<file path="src/design/sacs_defines.vh">
// Constants of the converter control sequencer
// Notes on behaviour
// - Resolution bit picks 8-bit or 10-bit.
// - Results go per input, or all to zero.
// - Reference connect bit cuts or keeps reference.
// - Three select bits choose conversion clock divider.
// - Channel field picks input, single-input modes only.
// - Two-bit field selects one of four modes.
// - Sweep-one bit overrides into repeat sweep one.
// - Start bit, or pin falling edge, starts conversion.
// - Hardware triggers restart a running conversion.
// - Source bit picks pin or timer request.
// - Control writes mid conversion spoil that result.
// - Conversion cycle counts 49/59 or 28/33.
// - Group select routes one of four groups.
// - Extended field picks normal, extra, or amplifier.
// - Sweep set field sizes the swept input set.
// - Status field shows group being swept.
// - One-shot completion raises interrupt request.
// - Software-triggered one-shot or sweep clears start.
`ifndef SACS_DEFINES_VH
`define SACS_DEFINES_VH
// Register byte addresses
`define SACS_ADDR_CTRL_C 12'h394
`define SACS_ADDR_CTRL_D 12'h395
`define SACS_ADDR_CTRL_A 12'h396
`define SACS_ADDR_CTRL_B 12'h397
`define SACS_ADDR_CTRL_E 12'h398
`define SACS_ADDR_RES_BASE 12'h380
// Reset values
`define SACS_RST_CTRL 8'h00
// Control A fields
`define SACS_A_CHAN_LSB 0
`define SACS_A_MODE_LSB 3
`define SACS_A_TRG 5
`define SACS_A_START 6
`define SACS_A_DIV_A 7
// Control B fields
`define SACS_B_SWEEP_LSB 0
`define SACS_B_SWEEP1 2
`define SACS_B_RES10 3
`define SACS_B_DIV_B 4
`define SACS_B_REF 5
`define SACS_B_EXT_LSB 6
// Control C fields
`define SACS_C_SMP 0
`define SACS_C_GROUP_LSB 1
`define SACS_C_TRG_SRC 5
// Control D fields
`define SACS_D_DMA 0
`define SACS_D_MPS 1
`define SACS_D_DIV_C 2
`define SACS_D_STAT_LSB 3
// Operating mode codes
`define SACS_MODE_ONESHOT 2'h0
`define SACS_MODE_REPEAT 2'h1
`define SACS_MODE_SWEEP 2'h2
`define SACS_MODE_RSWEEP 2'h3
// Conversion lengths in conversion clock cycles
`define SACS_CYC_PLAIN_8 6'h31
`define SACS_CYC_PLAIN_10 6'h3b
`define SACS_CYC_SH_8 6'h1c
`define SACS_CYC_SH_10 6'h21
`define SACS_SAMP_PLAIN 6'h02
`define SACS_SAMP_SH 6'h03
`endif

</file>
<file path="src/design/sacs_adc_ctrl.v">
// Converter control sequencer: registers, divider, triggers, results
`timescale 1ns/10ps
`include "sacs_defines.vh"
module sacs_adc_ctrl (
  input wire mclk,
  input wire sys_rst,
  input wire [11:0] reg_addr,
  input wire [7:0] reg_wdata,
  input wire reg_wr,
  input wire reg_rd,
  output reg [7:0] reg_rdata,
  input wire ext_trigger_pin,
  input wire timer_irq,
  input wire [9:0] ana_data,
  output reg [1:0] ana_group,
  output reg [2:0] ana_chan,
  output reg [1:0] ana_ext,
  output reg ana_sample,
  output reg ana_convert,
  output reg ana_res10,
  output reg ref_connect,
  output reg adc_irq
);
  // Sequencer states; waiting only exists for hardware triggers
  localparam ST_IDLE = 2'h0;
  localparam ST_WAIT = 2'h1;
  localparam ST_CONV = 2'h2;

  // Control registers as software sees them
  reg [7:0] ctrl_a;
  reg [7:0] ctrl_b;
  reg [7:0] ctrl_c;
  reg [7:0] ctrl_d;
  reg [1:0] ctrl_e;

  // Sequencer, divider and sweep position
  reg [1:0] state;
  reg [2:0] div_cnt;
  reg [5:0] conv_cnt;
  reg [2:0] idx;
  reg [1:0] cur_group;
  reg second_group;

  // Trigger pin synchroniser and its edge stage
  reg ext_s1;
  reg ext_s2;
  reg ext_s3;
  // Result store, one entry per input of a group
  reg [9:0] res [0:7];

  // Decoded fields
  // Plain slices, so a register write counts from the next edge on
  wire [2:0] chan_sel = ctrl_a[`SACS_A_CHAN_LSB+2:`SACS_A_CHAN_LSB];
  wire [1:0] mode_fld = ctrl_a[`SACS_A_MODE_LSB+1:`SACS_A_MODE_LSB];
  wire trg_sel = ctrl_a[`SACS_A_TRG];
  wire start_bit = ctrl_a[`SACS_A_START];

  // Control B, C and D fields
  wire [1:0] sweep_set = ctrl_b[`SACS_B_SWEEP_LSB+1:`SACS_B_SWEEP_LSB];
  wire sweep1 = ctrl_b[`SACS_B_SWEEP1];
  wire res10 = ctrl_b[`SACS_B_RES10];
  wire sample_hold_enable = ctrl_c[`SACS_C_SMP];
  wire [1:0] grp_sel = ctrl_c[`SACS_C_GROUP_LSB+1:`SACS_C_GROUP_LSB];
  wire trg_src = ctrl_c[`SACS_C_TRG_SRC];
  wire dma_mode = ctrl_d[`SACS_D_DMA];
  wire mps_en = ctrl_d[`SACS_D_MPS];

  // Sweep-one bit forces repeat sweep regardless of the mode field
  // The field itself keeps its written value, so reads show it as set
  wire [1:0] mode = sweep1 ? `SACS_MODE_RSWEEP : mode_fld;
  wire single_in = (mode == `SACS_MODE_ONESHOT) ||
                   (mode == `SACS_MODE_REPEAT);
  wire stop_after = (mode == `SACS_MODE_ONESHOT) ||
                    (mode == `SACS_MODE_SWEEP);

  // Divider ratio minus one from the three select bits
  // Codes with c and a both set are not defined; they fall back to /8
  // so the conversion clock never runs faster than asked
  reg [2:0] div_max;
  always @*
  begin
    case ({ctrl_d[`SACS_D_DIV_C], ctrl_a[`SACS_A_DIV_A],
           ctrl_b[`SACS_B_DIV_B]})
      3'h0: div_max = 3'h3;
      3'h1: div_max = 3'h2;
      3'h2: div_max = 3'h1;
      3'h3: div_max = 3'h0;
      3'h4: div_max = 3'h7;
      3'h5: div_max = 3'h5;
      default: div_max = 3'h7;
    endcase
  end

  // Conversion length and sampling window in conversion clocks
  // Counts include the sampling window, which opens each conversion
  reg [5:0] conv_len;
  reg [5:0] samp_len;
  always @*
  begin
    if (sample_hold_enable)
    begin
      conv_len = res10 ? `SACS_CYC_SH_10 : `SACS_CYC_SH_8;
      samp_len = `SACS_SAMP_SH;
    end
    else
    begin
      conv_len = res10 ? `SACS_CYC_PLAIN_10 : `SACS_CYC_PLAIN_8;
      samp_len = `SACS_SAMP_PLAIN;
    end
  end

  // Last input index of a sweep
  // Multi-port sweep always takes all eight inputs of each group;
  // sweep one runs 0..s, the other sweeps run 0..2s+1
  reg [2:0] last_idx;
  always @*
  begin
    if (mps_en)
      last_idx = 3'h7;
    else if (sweep1)
      last_idx = {1'b0, sweep_set};
    else
      last_idx = {sweep_set, 1'b1};
  end

  // Input being converted; channel field only counts in single-input modes
  wire [2:0] cur_in = single_in ? chan_sel : idx;
  // One conversion clock per divider wrap
  wire phi_tick = (div_cnt == div_max);
  // Last conversion clock of the running conversion
  wire conv_end = (state == ST_CONV) && phi_tick &&
                  (conv_cnt == conv_len - 6'h01);
  // Falling edge of the synchronised pin
  wire ext_fall = ext_s3 & ~ext_s2;

  // Pin edge or timer request, chosen by the source bit
  wire hw_event = trg_src ? timer_irq : ext_fall;
  // A trigger only counts while the start bit stays set
  wire retrig = trg_sel && start_bit && hw_event &&
                (state != ST_IDLE);
  // Control A write strobe and end of the swept set
  wire wr_a = reg_wr && (reg_addr == `SACS_ADDR_CTRL_A);
  wire sweep_last = (idx == last_idx);
  // Self-clear: software trigger, single-shot modes, whole job done;
  // hardware-triggered jobs keep the bit and go back to waiting
  wire hw_clear = conv_end && stop_after && !trg_sel &&
                  (single_in || (sweep_last && !(mps_en && !second_group)));

  // Pin synchroniser plus one stage for edge detection
  // Reset to the idle high level so no false fall follows reset;
  // only the second stage and the edge stage are read by logic
  always @(posedge mclk or posedge sys_rst)
  begin
    if (sys_rst)
    begin
      ext_s1 <= 1'b1;
      ext_s2 <= 1'b1;
      ext_s3 <= 1'b1;
    end
    else
    begin
      ext_s1 <= ext_trigger_pin;
      ext_s2 <= ext_s1;
      ext_s3 <= ext_s2;
    end
  end

  // Control registers; writes mid conversion are taken as they come
  // The result is undefined then, but blocking the write would hide
  // a setting from software until the converter happens to stop
  always @(posedge mclk or posedge sys_rst)
  begin
    if (sys_rst)
    begin
      ctrl_a <= `SACS_RST_CTRL;
      ctrl_b <= `SACS_RST_CTRL;
      ctrl_c <= `SACS_RST_CTRL;
      ctrl_d <= `SACS_RST_CTRL;
      ctrl_e <= 2'h0;
    end
    else
    begin
      // A software write wins over the self-clear of the start bit
      if (wr_a)
        ctrl_a <= reg_wdata;
      else if (hw_clear)
        ctrl_a[`SACS_A_START] <= 1'b0;
      if (reg_wr && reg_addr == `SACS_ADDR_CTRL_B)
        ctrl_b <= reg_wdata;
      // Control C bits 4:3 do not exist and read as zero
      if (reg_wr && reg_addr == `SACS_ADDR_CTRL_C)
        ctrl_c <= {reg_wdata[7:5], 2'h0, reg_wdata[2:0]};
      // Status bits of control D are kept out of the write
      if (reg_wr && reg_addr == `SACS_ADDR_CTRL_D)
      begin
        ctrl_d[2:0] <= reg_wdata[2:0];
        ctrl_d[7:5] <= reg_wdata[7:5];
      end
      if (reg_wr && reg_addr == `SACS_ADDR_CTRL_E)
        ctrl_e <= reg_wdata[1:0];
      // Status bits follow the group being swept
      ctrl_d[`SACS_D_STAT_LSB+1:`SACS_D_STAT_LSB] <= cur_group;
    end
  end

  // Divider, conversion counter and sequencing state machine
  // The divider restarts with each conversion, so that the first
  // conversion clock is always a full one
  always @(posedge mclk or posedge sys_rst)
  begin
    if (sys_rst)
    begin
      state <= ST_IDLE;
      div_cnt <= 3'h0;
      conv_cnt <= 6'h00;
      idx <= 3'h0;
      second_group <= 1'b0;
      cur_group <= 2'h0;
    end
    else
    begin
      div_cnt <= phi_tick ? 3'h0 : div_cnt + 3'h1;
      if (state == ST_CONV && phi_tick)
        conv_cnt <= conv_cnt + 6'h01;
      case (state)
        ST_IDLE:
        begin
          // Idle keeps the sweep position parked at its start
          idx <= 3'h0;
          second_group <= 1'b0;
          cur_group <= grp_sel;
          conv_cnt <= 6'h00;
          if (start_bit)
          begin
            div_cnt <= 3'h0;
            state <= trg_sel ? ST_WAIT : ST_CONV;
          end
        end
        ST_WAIT, ST_CONV:
        begin
          // Clearing start wins over everything, a trigger too
          if (!start_bit)
            state <= ST_IDLE;
          else if (retrig)
          begin
            // A new trigger throws away the conversion in flight
            // so a late trigger never mixes two sampling windows
            state <= ST_CONV;
            div_cnt <= 3'h0;
            conv_cnt <= 6'h00;
            idx <= 3'h0;
            second_group <= 1'b0;
            cur_group <= grp_sel;
          end
          else if (conv_end)
          begin
            conv_cnt <= 6'h00;
            // Repeat modes run on; one-shot stops or waits again
            if (single_in)
            begin
              if (mode == `SACS_MODE_ONESHOT)
                state <= trg_sel ? ST_WAIT : ST_IDLE;
            end
            else if (!sweep_last)
              idx <= idx + 3'h1;
            else if (mps_en && !second_group)
            begin
              // Multi-port sweep moves on to the paired group
              idx <= 3'h0;
              second_group <= 1'b1;
              cur_group <= ctrl_e;
            end
            else
            begin
              idx <= 3'h0;
              second_group <= 1'b0;
              cur_group <= grp_sel;
              // Job done: stop, or wait for the next trigger
              if (stop_after)
                state <= trg_sel ? ST_WAIT : ST_IDLE;
            end
          end
        end
        default: state <= ST_IDLE;
      endcase
    end
  end

  // Result store; dma mode funnels everything into entry zero
  // Eight-bit results are right aligned, the upper byte reads zero;
  // entries keep their value until their input is converted again
  genvar gi;
  generate
    for (gi = 0; gi < 8; gi = gi + 1)
    begin : g_res
      always @(posedge mclk or posedge sys_rst)
      begin
        if (sys_rst)
          res[gi] <= 10'h000;
        else if (conv_end && ((dma_mode ? 3'h0 : cur_in) == gi))
          res[gi] <= res10 ? ana_data : {2'h0, ana_data[9:2]};
      end
    end
  endgenerate

  // Interrupt request: per conversion in dma mode, else at job end
  // A trigger in the last conversion clock gives no request, though the result is still stored;
  // repeat mode without dma gives no request at all
  always @(posedge mclk or posedge sys_rst)
  begin
    if (sys_rst)
      adc_irq <= 1'b0;
    else if (conv_end && !retrig)
      adc_irq <= dma_mode || (mode == `SACS_MODE_ONESHOT) ||
                 (mode == `SACS_MODE_SWEEP && sweep_last &&
                  !(mps_en && !second_group));
    else
      adc_irq <= 1'b0;
  end

  // Analog side controls, all registered
  // Registered so the analog side never sees a decode glitch
  always @(posedge mclk or posedge sys_rst)
  begin
    if (sys_rst)
    begin
      ana_group <= 2'h0;
      ana_chan <= 3'h0;
      ana_ext <= 2'h0;
      ana_sample <= 1'b0;
      ana_convert <= 1'b0;
      ana_res10 <= 1'b0;
      ref_connect <= 1'b0;
    end
    else
    begin
      ana_group <= cur_group;
      ana_chan <= cur_in;
      // Single extra inputs only make sense outside the sweep modes
      ana_ext <= (!single_in && ctrl_b[`SACS_B_EXT_LSB] !=
                  ctrl_b[`SACS_B_EXT_LSB+1]) ? 2'h0 :
                 ctrl_b[`SACS_B_EXT_LSB+1:`SACS_B_EXT_LSB];
      // Sampling window lags the state by one clock, as the counter does
      ana_sample <= (state == ST_CONV) && (conv_cnt < samp_len);
      ana_convert <= (state == ST_CONV);
      ana_res10 <= res10;
      ref_connect <= ctrl_b[`SACS_B_REF];
    end
  end

  // Read port: data stand only in the cycle after the strobe
  // Unmapped addresses and idle cycles return zero; result bytes sit
  // at an even address for the low byte, odd for bits 9:8
  wire [11:0] res_off = reg_addr - `SACS_ADDR_RES_BASE;
  always @(posedge mclk or posedge sys_rst)
  begin
    if (sys_rst)
      reg_rdata <= 8'h00;
    else if (!reg_rd)
      reg_rdata <= 8'h00;
    else if (reg_addr == `SACS_ADDR_CTRL_A)
      reg_rdata <= ctrl_a;
    else if (reg_addr == `SACS_ADDR_CTRL_B)
      reg_rdata <= ctrl_b;
    else if (reg_addr == `SACS_ADDR_CTRL_C)
      reg_rdata <= ctrl_c;
    else if (reg_addr == `SACS_ADDR_CTRL_D)
      reg_rdata <= ctrl_d;
    else if (reg_addr == `SACS_ADDR_CTRL_E)
      reg_rdata <= {6'h00, ctrl_e};
    else if (res_off < 12'h010)
      reg_rdata <= res_off[0] ? {6'h00, res[res_off[3:1]][9:8]} :
                   res[res_off[3:1]][7:0];
    else
      reg_rdata <= 8'h00;
  end
endmodule // sacs_adc_ctrl

</file>
<file path="config.mk">
export PLATFORM = sky130hd
export DESIGN_NAME = sacs_adc_ctrl
export DESIGN_NICKNAME = d
export VERILOG_FILES = /design/src/design/sacs_adc_ctrl.v
export VERILOG_INCLUDE_DIRS = /design/src /design/src/design
export SDC_FILE = /design/constraint.sdc
export NUM_CORES = 1
export LEC_CHECK = 0
export BUFFER_PORTS_ARGS = -buffer_cell sky130_fd_sc_hd__buf_2
export CAP_MARGIN = 20
export CORE_ASPECT_RATIO = 1.2
export CORE_MARGIN = 1
export CORE_UTILIZATION = 65
export CTS_CLUSTER_SIZE = 12
export DETAILED_ROUTE_END_ITERATION = 8
export GPL_ROUTABILITY_DRIVEN = 0
export PLACE_DENSITY = 0.86
export RECOVER_POWER = 100
export SYNTH_ARGS = -nofsm -noshare
export SYNTH_HDL_FRONTEND = slang
export SYNTH_SLANG_ARGS = --single-unit
export TNS_END_PERCENT = 1
</file>
<file path="constraint.sdc">
create_clock -name mclk -period 5.95 [get_ports mclk]
set_input_delay 0 -clock mclk [delete_from_list [all_inputs] [get_ports mclk]]
set_output_delay 0 -clock mclk [all_outputs]
set_load 0.05 [all_outputs]
</file>
==> results of run 1 <==
==> cell families (layout without fill, tap and decap cells) <==
group / after synthesis / in the layout / synth area share
DFF: 150 / 150 / 0.502
adders and majority gates: 10 / 10 / 0.0167
buffers and inverters: 36 / 114 / 0.0225
muxes: 164 / 164 / 0.284
xor gates and xnor gates: 14 / 14 / 0.0174
AOI/OAI and AO/OA: 69 / 69 / 0.0616
and+or+nand+nor: 123 / 123 / 0.0962
==> layout by cell type, fill, tap and decap left out, drive strengths merged, types with 4 or more instances in the layout <==
cell	synthesis	final
a21oi	13	13
o22ai	7	7
or4	4	4
mux2i	16	16
clkbuf	12	47
o21a	4	4
nor3b	4	4
and3	9	9
o21ai	21	21
nand2b	6	6
ha	10	10
xnor2	7	7
dlygate4sd3	0	11
dfrtp	147	147
nand2	19	19
nand4	8	8
buf	10	33
inv	14	13
nor2b	9	9
xor2	7	7
nor2	30	30
and2	6	6
bufinv	0	6
mux2	128	128
mux4	20	20
nor3	4	4
nand3	11	11
==> registers in the layout, summed over array words and instances, names as in the netlist, 3 cells and up <==
name       cells
ctrl_a         8
ana_chan       3
ctrl_c         6
div_cnt        3
res           80
ctrl_d         8
conv_cnt       6
idx            3
reg_rdata      8
ctrl_b         8
==> power breakdown <==
part | internal [mW] | switching [mW]
Combinational | 0.108 | 0.170
Clock | 0.797 | 0.404
Sequential | 1.05 | 0.0255
Total | 1.96 | 0.599
==> metrics by stage <==
step / util / setup slack (ns)
floorplan: - / 1.92
global placement: 0.705 / 2.73
detailed placement: 0.705 / 2.58
CTS: 0.774 / 2.58
global route: 0.763 / 1.38
finish: 0.763 / 1.56
==> cell type report <==
cell class / instances / area share
Sequential cell: 150 / 0.442
Multi-Input combinational cell: 380 / 0.406
Clock buffer: 23 / 0.0539
Timing Repair Buffer: 68 / 0.0456
Clock inverter: 9 / 0.0235
Tap cell: 154 / 0.0227
Inverter: 14 / 0.00633
==> repair_timing <==
| action | CTS | global route |
|---|---|---|
| endpoints found under the setup margin | 0 | 0 |
| hold buffers | 11 | 0 |
| setup buffers | 0 | 0 |
| hold endpoints to repair | 105 | 0 |
==> worst max-delay path, stage by stage, from the launching register on <==
cell	delay [ns]
sky130_fd_sc_hd__dfrtp_1	0.74
sky130_fd_sc_hd__inv_1	0.15
sky130_fd_sc_hd__ha_1	0.34
sky130_fd_sc_hd__and3b_1	0.22
sky130_fd_sc_hd__a21oi_1	0.05
sky130_fd_sc_hd__nor3_1	0.35
sky130_fd_sc_hd__nand2_1	0.40
sky130_fd_sc_hd__nor3_1	1.59
sky130_fd_sc_hd__mux2_2	0.45
==> worst paths after layout <==
check                            startpoint          end  slack, ns  depth (start not counted)
min in group asynchronous           sys_rst  ana_chan[0]       0.96                          3
worst max register to register    ctrl_b[3]      res[54]       1.56                          8
worst min-delay path            ana_data[7]      res[65]       0.07                          3
worst min register to register       ext_s1       ext_s2       0.37                          0
worst max-delay path              ctrl_b[3]      res[54]       1.56                          8
max in group asynchronous           sys_rst      res[32]       3.09                          5
==> layer usage <==
metal,vias up,part of all wire
met4,0,0.031
met3,50,0.048
met2,211,0.53
li1,2230,-
met5,-,0
met1,2587,0.39
==> results.md, run 1 <==
- The flow ran to the end, but the final reports show violations.
- The checks that failed: capacitance limit, slew limit.
- On the final layout, the worst clock skew is 0.0104 ns.
- The critical path is of the reg -> reg type.
- The maximum number of pins on one net before global-route repair is 82.
- The initial utilization of the core area, before any placement, comes to 0.672.
- For this run, global-route usage on met2 was measured as 0.560.
- The most used flip-flop cell after synthesis is sky130_fd_sc_hd__dfrtp_1.
- The H-tree generated during clock tree synthesis spans 4 levels.
- After legalization and detailed placement, the total HPWL measured ~12000 um.
- Synthesis inferred 150 register bits.
- The total vias in the final route is approximately 5100.
- Data arrives at the worst endpoint at ~4.7 ns.
- The number of hold-slack violations in the final timing report is 0.
- In this run the power density over the cells is 301 nW/um^2.
- The detailed-route vias per instance is approximately 6.4.
- For the worst-skew pair, the clock arrives at the later sink with an insertion delay of 0.42 ns.
- In this run the remaining antenna-violating nets after routing total 0.
- The number of antenna diodes is 0.
- Relative to the synthesized area, the layout overhead comes to 13.5%.
- The smallest hold slack is 0.0681 ns.
- The final-layout setup total negative slack is 0 ns.
- The number of pins exceeding their max-slew limit in the final report is 120.
- STA classifies the critical path startpoint as a register.
- The worst ir drop on vdd is around 0.23 mV.
- The standard cell core area is 11100 sq um.
- Registers take 3760 sq um.
- For this block, the routed nets add up to 17600 um of wire.
- The row count is 42.
- The standard cell area after detailed placement is approximately 7900 sq um.
- The TritonCTS sink count is 150.
- Counting distinct cell types in the post-synthesis netlist gives 60.
- The tightest min-delay check is of the in -> reg type.
- The total non-filler cell area in the finished layout is 8500 sq um.
- Synthesis produced approximately 570 cells.
- The net count of the finished layout is a little under 700.
- The combined global-route utilization of all metal layers is 0.323.
- For met1 alone, demand over resource in global routing was 0.395.
- The share of post-route cells with drive strength above 1 is 0.300.
- The most common cell in the netlist is sky130_fd_sc_hd__dfrtp_1.
- The max-cap check violation count is 3.
- The sequential share of the synthesized area is 0.502.
- In this run the vertical extent of the chip is 120 um.
- The clock transition at the register clock pins on the worst setup and hold paths after CTS is roughly 0.06 ns.
- The fmax is ~230 MHz.
- The initial antenna violation count is 0.
- The synthesized area is roughly 7500 sq um.
- The clock tree from TritonCTS is done.
- Measured against its own limit, the worst slew margin works out to -0.981.
- The number of warnings printed during yosys synthesis is 0.
- The number of clock buffers inserted by TritonCTS is 17.
- After detailed routing, the average wire length per cell comes to 22.0 um.
- The overall power of the completed layout is approximately 2.6 mW.
- The most used routing layer is met2.
- Dividing the final minimum period by the clock period gives 0.738.
- The post-route DRC violation count is 0.
- The area taken by multi-input logic gates is roughly 3500 sq um.
- In this run the worst path has a maximum fanout of 15.
- The total iterations of the first detailed-routing run is 5.
- The clock period minus worst slack is approximately 4.4 ns.
- Summed over all cells, the static leakage comes to 3.89 nW.
- Counting every net in the synthesized netlist gives between 600 and 700.
- STA classifies the critical path endpoint as a register.
- Yosys attributes the largest share of cell area to sky130_fd_sc_hd__dfrtp_1 49%, sky130_fd_sc_hd__mux2_2 16%, sky130_fd_sc_hd__mux4_2 6.0%.
- The post-synthesis area per instance is 13.2 sq um.
- For the worst setup path, the data required time is 6.25 ns.
- The count of filler cells inserted in the layout is 717.
- The number of DRC markers after the initial detailed-route iteration is 338.
- Counting flops with a built-in enable in the synthesized netlist gives 0.
- Excluding fillers, the count of instances in the completed layout stands at around 800.
- The total instance count after detailed placement is between 700 and 800.
- The share of synthesized registers carrying an async set or reset is 1.00.
- The count of buffers inserted at the top-level ports is 55.
- The share of the synthesized area in the top cell type is 0.491.
- The number of buffers on the longest clock path is 2.
- The number of I/O pins is 56.
- The via count of the first global-routing pass came to between 5000 and 6000.
- Setup violations remaining at the end of the flow were counted as 0.
- Ranked by instance count, the synthesized netlist is headed by 147 x sky130_fd_sc_hd__dfrtp_1, 108 x sky130_fd_sc_hd__mux2_2, 28 x sky130_fd_sc_hd__nor2_1, 21 x sky130_fd_sc_hd__o21ai_0.
- The met3 routing resource usage after global routing is 0.0676.
- The worst-margin pin slew is 2.96 ns.
- The dominant cell type by area after synthesis is sky130_fd_sc_hd__dfrtp_1.
- The root buffer cell is sky130_fd_sc_hd__clkbuf_16.
- After global routing the overflow that remains totals 0.
- Setup repair after global routing left no endpoint under its margin.
- The die covers approximately 12000 sq um.
- The die is ~100 um wide.
- Once the clock tree was built, the resizer swapped 0 gates to a different size.
- The first global-routing pass estimated 28700 um of wire.
Power figures use the tool's default switching activity.
==> run 2: changes to the inputs <==
Settings changed: ABC_AREA set to 1, CORE_UTILIZATION 65 to 54, PLACE_DENSITY 0.86 to 0.77.
Clock period 5.95 ns to 3.8 ns, I/O delays scaled along.
==> run 2 against run 1 <==
Effect of this change:
- the flow still finishes with violations (capacitance limit, slew limit)
- synthesized cell count up 59%
- count of clock-buffer cells in the layout down 4
- first-iteration DRC count up 17%
- critical path depth up 4
- non-clock buffer count up 2
- combinational power up 100%
- synthesized area down 1.4%
- cell count up 42%
- critical path type unchanged
- largest cell class unchanged
==> results.md, run 2 <==
- Outcome: finished with violations (unchanged).
- Violated checks: capacitance limit, slew limit (unchanged).
- The worst-margin pin slew is 1.97 ns (was 2.96 ns).
- The max-cap check violation count came to 1 (was 3).
- The sequential share of the synthesized area is 0.509 (was 0.502).
- The number of levels the H-tree was split into was 4 (unchanged).
- The slack of the worst reg-to-reg path was 0.74 ns (was 1.56 ns).
- The post-route DRC violation count is 0 (unchanged).
- The height of the chip is 130 um (was 120 um).
- The remaining antenna violation count is 0 (unchanged).
- The most common cell in the netlist is sky130_fd_sc_hd__nand2_1 (was sky130_fd_sc_hd__dfrtp_1).
- The layout-stage area growth over the synthesis result is 12.1% (was 13.5%).
- The clock tree from TritonCTS is done (unchanged).
- The total grt overflow came to 0 (unchanged).
- The number of warnings printed during yosys synthesis is 0 (unchanged).
- The aggregate routed wire length is 17800 um (was 17600 um).
- The total instance count after detailed placement is 1086 (was 754).
- The number of clock buffers inserted by TritonCTS is 17 (unchanged).
- The standard cell core area is 13300 sq um (was 11100 sq um).
- The slowest stage cell on the critical path was sky130_fd_sc_hd__dfrtp_1 (was sky130_fd_sc_hd__nor3_1).
- The count of buffers inserted at the top-level ports is 55 (unchanged).
- The HPWL after detailed placement was 11900 um (was 11800 um).
- The number of DRC markers after the initial detailed-route iteration came to 397 (was 338).
- The clock transition at the register clock pins on the worst setup and hold paths after CTS is 0.06 ns (about the same).
- The share of post-route cells with drive strength above 1 was 0.0863 (was 0.300).
- The full die area is 14200 sq um (was 12000 sq um).
- The total iterations of the first detailed-routing run came to 5 (unchanged).
- The leakage power was 4.05 nW (was 3.89 nW).
- The required time of the critical path is 4.08 ns (was 6.25 ns).
- The data arrival time of the critical path is 3.34 ns (was 4.70 ns).
- The delay of the slowest critical-path stage is 0.75 ns (was 1.59 ns).
- The overall power of the completed layout came to 4.09 mW (was 2.56 mW).
- The top cell family by delay on the critical path is simple AND/OR/NAND/NOR gates (unchanged).
- The clock period minus worst slack is 3.06 ns (was 4.39 ns).
- The most common cell after layout, fill and taps aside is sky130_fd_sc_hd__nand2_1 (was sky130_fd_sc_hd__dfrtp_1).
- The per-cell routed wire length was 15.8 um (was 22.0 um).
- The number of I/O pins is 56 (unchanged).
- The row count was 46 (was 42).
- The count of endpoints failing setup in the final report is 0 (unchanged).
- The net count of the finished layout came to 995 (was 677).
- Top cells by instance count after synthesis: 265 x sky130_fd_sc_hd__nand2_1, 147 x sky130_fd_sc_hd__dfrtp_1, 110 x sky130_fd_sc_hd__o21ai_1, 62 x sky130_fd_sc_hd__inv_1, 55 x sky130_fd_sc_hd__nand3_1 (was 147 x sky130_fd_sc_hd__dfrtp_1, 108 x sky130_fd_sc_hd__mux2_2, 28 x sky130_fd_sc_hd__nor2_1, 21 x sky130_fd_sc_hd__o21ai_0).
- The initial core utilization is 0.556 (was 0.672).
- The most frequent cell on the critical path was sky130_fd_sc_hd__nand2_1 (was sky130_fd_sc_hd__nor3_1).
- The clock latency on the worst-skew pair is 0.44 ns (was 0.42 ns).
- The number of hold-slack violations in the final timing report is 0 (unchanged).
- Top cells by area, synth: sky130_fd_sc_hd__dfrtp_1 50%, sky130_fd_sc_hd__nand2_1 13%, sky130_fd_sc_hd__o21ai_1 7.5% (was sky130_fd_sc_hd__dfrtp_1 49%, sky130_fd_sc_hd__mux2_2 16%, sky130_fd_sc_hd__mux4_2 6.0%).
- The TritonCTS sink count is 150 (unchanged).
- The largest register by flop count was res (unchanged).
- The final-layout setup total negative slack is 0 ns (unchanged).
- The net count of the mapped netlist came to 945 (was 612).
- The placement-stage worst setup slack came to 0.900 ns (was 2.58 ns).
- The combined global-route utilization of all metal layers was 0.273 (was 0.323).
- The share of synthesized registers carrying an async set or reset is 1.00 (unchanged).
- The highest fanout seen on the critical path was 20 (was 15).
- The total buffers and inverters traversed by the critical path is 2 (was 1).
- The post-synthesis area per instance is 8.22 sq um (was 13.2 sq um).
- The number of library cell types mapped by synthesis is 36 (was 60).
- The number of flip-flops under the largest register name was 80 (unchanged).
- The root buffer cell is sky130_fd_sc_hd__clkbuf_16 (unchanged).
- The number of cells in the finished layout apart from fillers was 1130 (was 798).
- The number of antenna diodes came to 0 (unchanged).
- The worst ir drop on vdd came to 0.350 mV (was 0.233 mV).
- The area taken by multi-input logic gates is 3010 sq um (was 3450 sq um).
- The worst clock skew is 0.00890 ns (was 0.0104 ns).
- The worst setup path category was reg -> reg (unchanged).
- The fmax came to 327 MHz (was 228 MHz).
- The first-pass GRT wire length was 28800 um (was 28700 um).
- The class of the tightest hold or removal check was in -> reg (unchanged).
- The number of pins exceeding their max-slew limit in the final report is 151 (was 120).
- The initial antenna violation count is 0 (unchanged).
- The flop and latch count out of synthesis is 150 (unchanged).
- The area taken by flip-flops and latches is 3760 sq um (unchanged).
- The overall die width is 109 um (was 100 um).
- The synthesized netlist cell count is 899 (was 566).
- The number of buffers on the longest clock path came to 2 (unchanged).
- The dominant synthesized flop cell is sky130_fd_sc_hd__dfrtp_1 (unchanged).
- The post-CTS setup-driven buffer insertion count came to 0 (unchanged).
- The synthesized area is 7390 sq um (was 7490 sq um).
- The via count of the first global-routing pass came to 5858 (was 5383).
- The power per standard cell area is 494 nW/um^2 (was 301 nW/um^2).
- The worst path setup slack after routing is 0.737 ns (was 1.56 ns).
- The critical path capture point type was a register (unchanged).
- The relative slew slack is -0.315 (was -0.981).
- The detailed-route vias per instance is 5.53 (was 6.36).
- The count of flip-flops with a built-in enable after synthesis was 0 (unchanged).
- The dominant cell type by area after synthesis is sky130_fd_sc_hd__dfrtp_1 (unchanged).
- The type of origin of the critical path is a register (unchanged).
- Setup repair after global routing missed its margin: false (unchanged).
- Highest-count cells in the layout ignoring fill and taps: 275 x sky130_fd_sc_hd__nand2_1, 147 x sky130_fd_sc_hd__o21ai_0, 147 x sky130_fd_sc_hd__dfrtp_1 (was 147 x sky130_fd_sc_hd__dfrtp_1, 105 x sky130_fd_sc_hd__mux2_2, 32 x sky130_fd_sc_hd__buf_2).
- The count of filler cells inserted in the layout is 1193 (was 717).
- The total vias in the final route is 6249 (was 5078).
- Worst-path cell chain: inv_1 -> ha_1 -> inv_1 -> nand2_1 -> nand2_1 -> nand3_1 -> a21oi_1 -> nand3_1 -> nor2_1 -> nand2_1 -> nand2_1 -> o21ai_0 (was inv_1 -> ha_1 -> and3b_1 -> a21oi_1 -> nor3_1 -> nand2_1 -> nor3_1 -> mux2_2).
- The share of the synthesized area in the top cell type is 0.498 (was 0.491).
- The maximum number of pins on one net before global-route repair is 151 (was 82).
- The final period utilization is 0.806 (was 0.738).
## run 2: cell count changes in the layout (fill, tap and decap cells not counted), moves of 16 or more
cell	previous run	this run
sky130_fd_sc_hd__inv_1	13	64
sky130_fd_sc_hd__mux2_2	105	0
sky130_fd_sc_hd__o21ai_0	21	147
sky130_fd_sc_hd__a21oi_1	13	29
sky130_fd_sc_hd__mux2_1	21	0
sky130_fd_sc_hd__mux4_2	20	0
sky130_fd_sc_hd__o21ai_1	0	17
sky130_fd_sc_hd__nand2_1	19	275
sky130_fd_sc_hd__nor2_1	30	48
sky130_fd_sc_hd__nand3_1	11	58
## run 2: layer usage
metal  share of wire  GRT usage
met3           0.053     0.0524
met5               0          0
met4           0.029      0.137
met1            0.41      0.330
met2            0.51      0.463
## run 2: what timing repair did
item | in CTS | in global routing
gates resized for setup | 0 | 0
endpoints found under the hold margin | 185 | 0
hold buffers | 12 | 0
## run 2: cell families after synthesis
kind of cell	count (synthesis)	share of synthesized area
AOI/OAI and AO/OA	211	0.151
xor gates and xnor gates	9	0.0107
adders and majority gates	10	0.0169
buffers and inverters	110	0.0691
DFF	150	0.509
muxes	8	0.0108
and+or+nand+nor	401	0.233
## run 2: power by group
part           switching, mW  internal (mW)
clock network          0.683           1.12
logic                  0.391          0.171
registers             0.0591           1.66
## run 2: layout make-up
cell class              count  share of cell area
flip-flops and latches    150               0.454
multi-input cells         639               0.364
clock buffers              19              0.0535
repair buffers             70              0.0471
inverters                  71              0.0326
well taps                 168              0.0254
clock inverters            13              0.0237
## run 2: metrics by stage
stage,cell area [sq um],utilization,hold WS (ns)
finish,8280,0.623,0.00685
global route,8280,0.623,0.0221
CTS,8430,0.634,0.00142
floorplan,7390,-,0.00448
detailed placement,7670,0.577,0.111
global placement,7670,0.577,0.109
## run 2: path summary, 6_finish.rpt
check	start	end	cells after the start
worst min-delay path	reg_wr	ctrl_e[1]	3
max in group asynchronous	sys_rst	res[32]	4
worst max-delay path	ctrl_b[3]	res[45]	12
worst max register to register	ctrl_b[3]	res[45]	12
min in group asynchronous	sys_rst	conv_cnt[1]	4
worst min register to register	ext_s1	ext_s2	0
## run 2: worst register-to-register path, cell delays in order, from the launching register on
cell	delay, ns
sky130_fd_sc_hd__dfrtp_1	0.75
sky130_fd_sc_hd__inv_1	0.18
sky130_fd_sc_hd__ha_1	0.35
sky130_fd_sc_hd__inv_1	0.06
sky130_fd_sc_hd__nand2_1	0.04
sky130_fd_sc_hd__nand2_1	0.05
sky130_fd_sc_hd__nand3_1	0.08
sky130_fd_sc_hd__a21oi_1	0.14
sky130_fd_sc_hd__nand3_1	0.22
sky130_fd_sc_hd__nor2_1	0.22
sky130_fd_sc_hd__nand2_1	0.47
sky130_fd_sc_hd__nand2_1	0.23
sky130_fd_sc_hd__o21ai_0	0.12
==> run 3: changes to the inputs <==
Settings changed: CORE_UTILIZATION 54 to 60, PLACE_DENSITY 0.77 to 0.81.
Clock period 3.8 ns to 3 ns, I/O delays scaled along.
==> run 3 against run 2 <==
Effect of this change:
- critical endpoint is now res[5]
- register-to-register slack worse by 0.34 ns
- sequential cell count stayed put
- combinational power is 28% higher
- clock skew is 0.00097 ns lower
- core utilization is 6.1 points higher
- sequential power is 27% higher
- clock power is 5% higher
- the run ends with capacitance limit left
- critical path type unchanged
==> results.md, run 3 (synthesis gave the netlist of run 2 again) <==
- The count of endpoints failing setup in the final report came to 0 (unchanged).
- The total grt overflow was 0 (unchanged).
- The met2 routing resource usage after global routing came to 0.490 (was 0.463).
- The share of post-route cells with drive strength above 1 came to 0.0992 (was 0.0863).
- The relative slew slack is 0.0220 (was -0.315).
- Violated checks: capacitance limit (was capacitance limit, slew limit).
- The final-layout setup total negative slack is 0 ns (unchanged).
- The number of buffers on the longest clock path is 2 (unchanged).
- The remaining antenna violation count is 0 (unchanged).
- The highest fanout seen on the critical path is 20 (unchanged).
- The reg-to-reg startpoint is ctrl_b[2] (was ctrl_b[3]).
- The power per standard cell area is 582 nW/um^2 (was 494 nW/um^2).
- The number of DRC markers after the initial detailed-route iteration is 441 (was 397).
- The overall die width was 103 um (was 109 um).
- The required time of the critical path is 3.27 ns (was 4.08 ns).
- The data arrival time of the critical path is 2.87 ns (was 3.34 ns).
- The max-cap check violation count is 1 (unchanged).
- The slowest stage cell on the critical path is sky130_fd_sc_hd__nor2_1 (was sky130_fd_sc_hd__dfrtp_1).
- The number of hold-slack violations in the final timing report was 0 (unchanged).
- The via count of the first global-routing pass is 6148 (was 5858).
- The number of flip-flops under the largest register name is 80 (unchanged).
- The number of levels the H-tree was split into is 4 (unchanged).
- The combined global-route utilization of all metal layers was 0.315 (was 0.273).
- The delay of the slowest critical-path stage is 0.73 ns (was 0.75 ns).
- The class of the tightest hold or removal check is in -> reg (unchanged).
- The top cell family by delay on the critical path is simple AND/OR/NAND/NOR gates (unchanged).
- The clock latency on the worst-skew pair was 0.43 ns (was 0.44 ns).
- The endpoint of the worst setup timing path is res[5] (was res[45]).
- The critical register-to-register path endpoint is res[5] (was res[45]).
- The worst setup path category is reg -> reg (unchanged).
- The clock transition at the register clock pins on the worst setup and hold paths after CTS is 0.06 ns (about the same).
- The most frequent cell on the critical path is sky130_fd_sc_hd__nand2_1 (unchanged).
- The row count is 44 (was 46).
- The met1 track demand over resource is 0.383 (was 0.330).
- The standard cell core area is 12100 sq um (was 13300 sq um).
- The initial core utilization was 0.613 (was 0.556).
- The maximum number of pins on one net before global-route repair is 82 (was 151).
- The most used routing layer is met2 (unchanged).
- The per-cell routed wire length is 16.3 um (was 15.8 um).
- The met3 routing resource usage after global routing is 0.0673 (was 0.0524).
- The placement-stage worst setup slack was 0.751 ns (was 0.900 ns).
- The clock tree from TritonCTS is done (unchanged).
- The total instance count after detailed placement is 1084 (was 1086).
- The source of the critical timing path was ctrl_b[2] (was ctrl_b[3]).
- The leakage power is 4.04 nW (was 4.05 nW).
- The slack of the worst reg-to-reg path is 0.39 ns (was 0.74 ns).
- The post-route DRC violation count is 0 (unchanged).
- The total iterations of the first detailed-routing run is 5 (unchanged).
- The count of buffers inserted at the top-level ports is 55 (unchanged).
- The fmax is 384 MHz (was 327 MHz).
- The clock period minus worst slack is 2.61 ns (was 3.06 ns).
- The type of origin of the critical path was a register (unchanged).
- The first-pass GRT wire length is 29600 um (was 28800 um).
- The number of cells in the finished layout apart from fillers is 1129 (was 1130).
- The TritonCTS sink count is 150 (unchanged).
- The worst ir drop on vdd is 0.360 mV (was 0.350 mV).
- The layout-stage area growth over the synthesis result came to 11.6% (was 12.1%).
- The detailed-route vias per instance is 5.66 (was 5.53).
- The initial antenna violation count is 0 (unchanged).
- The worst-margin pin slew came to 1.46 ns (was 1.97 ns).
- The number of cells traversed by the worst register-to-register path is 8 (was 12).
- The final period utilization is 0.869 (was 0.806).
- The number of clock buffers inserted by TritonCTS is 17 (unchanged).
- The worst path setup slack after routing was 0.393 ns (was 0.737 ns).
- The number of I/O pins came to 56 (unchanged).
- The quantity of gates resized following cts was 0 (unchanged).
- The standard cell area after detailed placement was 7700 sq um (was 7670 sq um).
- The full die area was 12800 sq um (was 14200 sq um).
- The total non-filler cell area in the finished layout is 8250 sq um (was 8280 sq um).
- The total vias in the final route is 6395 (was 6249).
- The net count of the finished layout is 1001 (was 995).
- The most common cell after layout, fill and taps aside was sky130_fd_sc_hd__nand2_1 (unchanged).
- Highest-count cells in the layout ignoring fill and taps: 268 x sky130_fd_sc_hd__nand2_1, 147 x sky130_fd_sc_hd__dfrtp_1, 143 x sky130_fd_sc_hd__o21ai_0 (was 275 x sky130_fd_sc_hd__nand2_1, 147 x sky130_fd_sc_hd__o21ai_0, 147 x sky130_fd_sc_hd__dfrtp_1).
- The worst clock skew is 0.00794 ns (was 0.00890 ns).
- The root buffer cell is sky130_fd_sc_hd__clkbuf_16 (unchanged).
- The count of cell instances traversed by the critical path is 8 (was 12).
- The aggregate routed wire length is 18400 um (was 17800 um).
- The final core area utilization is 0.684 (was 0.623).
- The number of pins exceeding their max-slew limit in the final report is 0 (was 151).
- The number of antenna diodes came to 0 (unchanged).
- The height of the chip came to 124 um (was 130 um).
- The critical path capture point type is a register (unchanged).
- Setup repair after global routing missed its margin: false (unchanged).
- The largest register by flop count is res (unchanged).
- The HPWL after detailed placement came to 12200 um (was 11900 um).
- The total buffers and inverters traversed by the critical path is 1 (was 2).
- Worst-path cell chain: nor2_1 -> nand2_1 -> o21ai_2 -> inv_1 -> nor2_4 -> nand2_2 -> nand2_1 -> o21ai_0 (was inv_1 -> ha_1 -> inv_1 -> nand2_1 -> nand2_1 -> nand3_1 -> a21oi_1 -> nand3_1 -> nor2_1 -> nand2_1 -> nand2_1 -> o21ai_0).
- Outcome: finished with violations (unchanged).
## run 3: cell count changes in the layout (fill, tap and decap cells not counted), sizes merged
cell and change:
clkbuf +10, inv -2, buf +4, bufinv -4
clkinv -1, clkinvlp -2, dlygate4sd3 +1
## run 3: worst min path at each step
stage	to	startpoint	slack, ns	depth (start not counted)
2_1_floorplan	ext_s1	ext_trigger_pin	0.004	0
3_3_place_gp	ext_s1	ext_trigger_pin	0.11	1
3_5_place_dp	ext_s1	ext_trigger_pin	0.11	1
4_1_cts	adc_irq	timer_irq	0.05	4
5_1_grt	res[78]	ana_data[8]	0.08	3
6_report	adc_irq	timer_irq	0.06	4
## run 3: layout make-up
class	count	area, sq um
inverters	71	268
repair buffers	76	433
fillers	997	3810
clock buffers	28	507
well taps	161	201
clock inverters	4	20.0
multi-input cells	639	3060
flip-flops and latches	150	3760
## run 3: timing repair
action | in CTS | in global routing
hold buffers | 13 | 0
hold endpoints to repair | 71 | 0
buffers inserted | 0 | 0
## run 3: worst min-delay path, cell delays in order
cell                       delay, ns
sky130_fd_sc_hd__buf_2          0.12
sky130_fd_sc_hd__o211ai_1       0.17
sky130_fd_sc_hd__nand2_1        0.11
sky130_fd_sc_hd__a21oi_1        0.04
## run 3: report_power, final
group          switching [mW]  internal, mW  total, mW
sequential             0.0742          2.10       2.18
clock                   0.764          1.14       1.90
combinational           0.504         0.219      0.722
## run 3: through the flow
stage | hold slack (ns) | power, mW
after floorplan | 0.00448 | 2.74
after CTS | 0.0458 | 4.85
after global placement | 0.113 | 2.92
after detailed placement | 0.114 | 2.93
final | 0.0591 | 4.80
after global routing | 0.0820 | 5.02
## run 3: layer usage
layer	wire, um	part of all wire	vias to the layer above
met5	0	0	-
met4	1160	0.063	0
met3	1220	0.067	76
met2	8590	0.47	275
met1	7400	0.40	2992
li1	-	-	3052
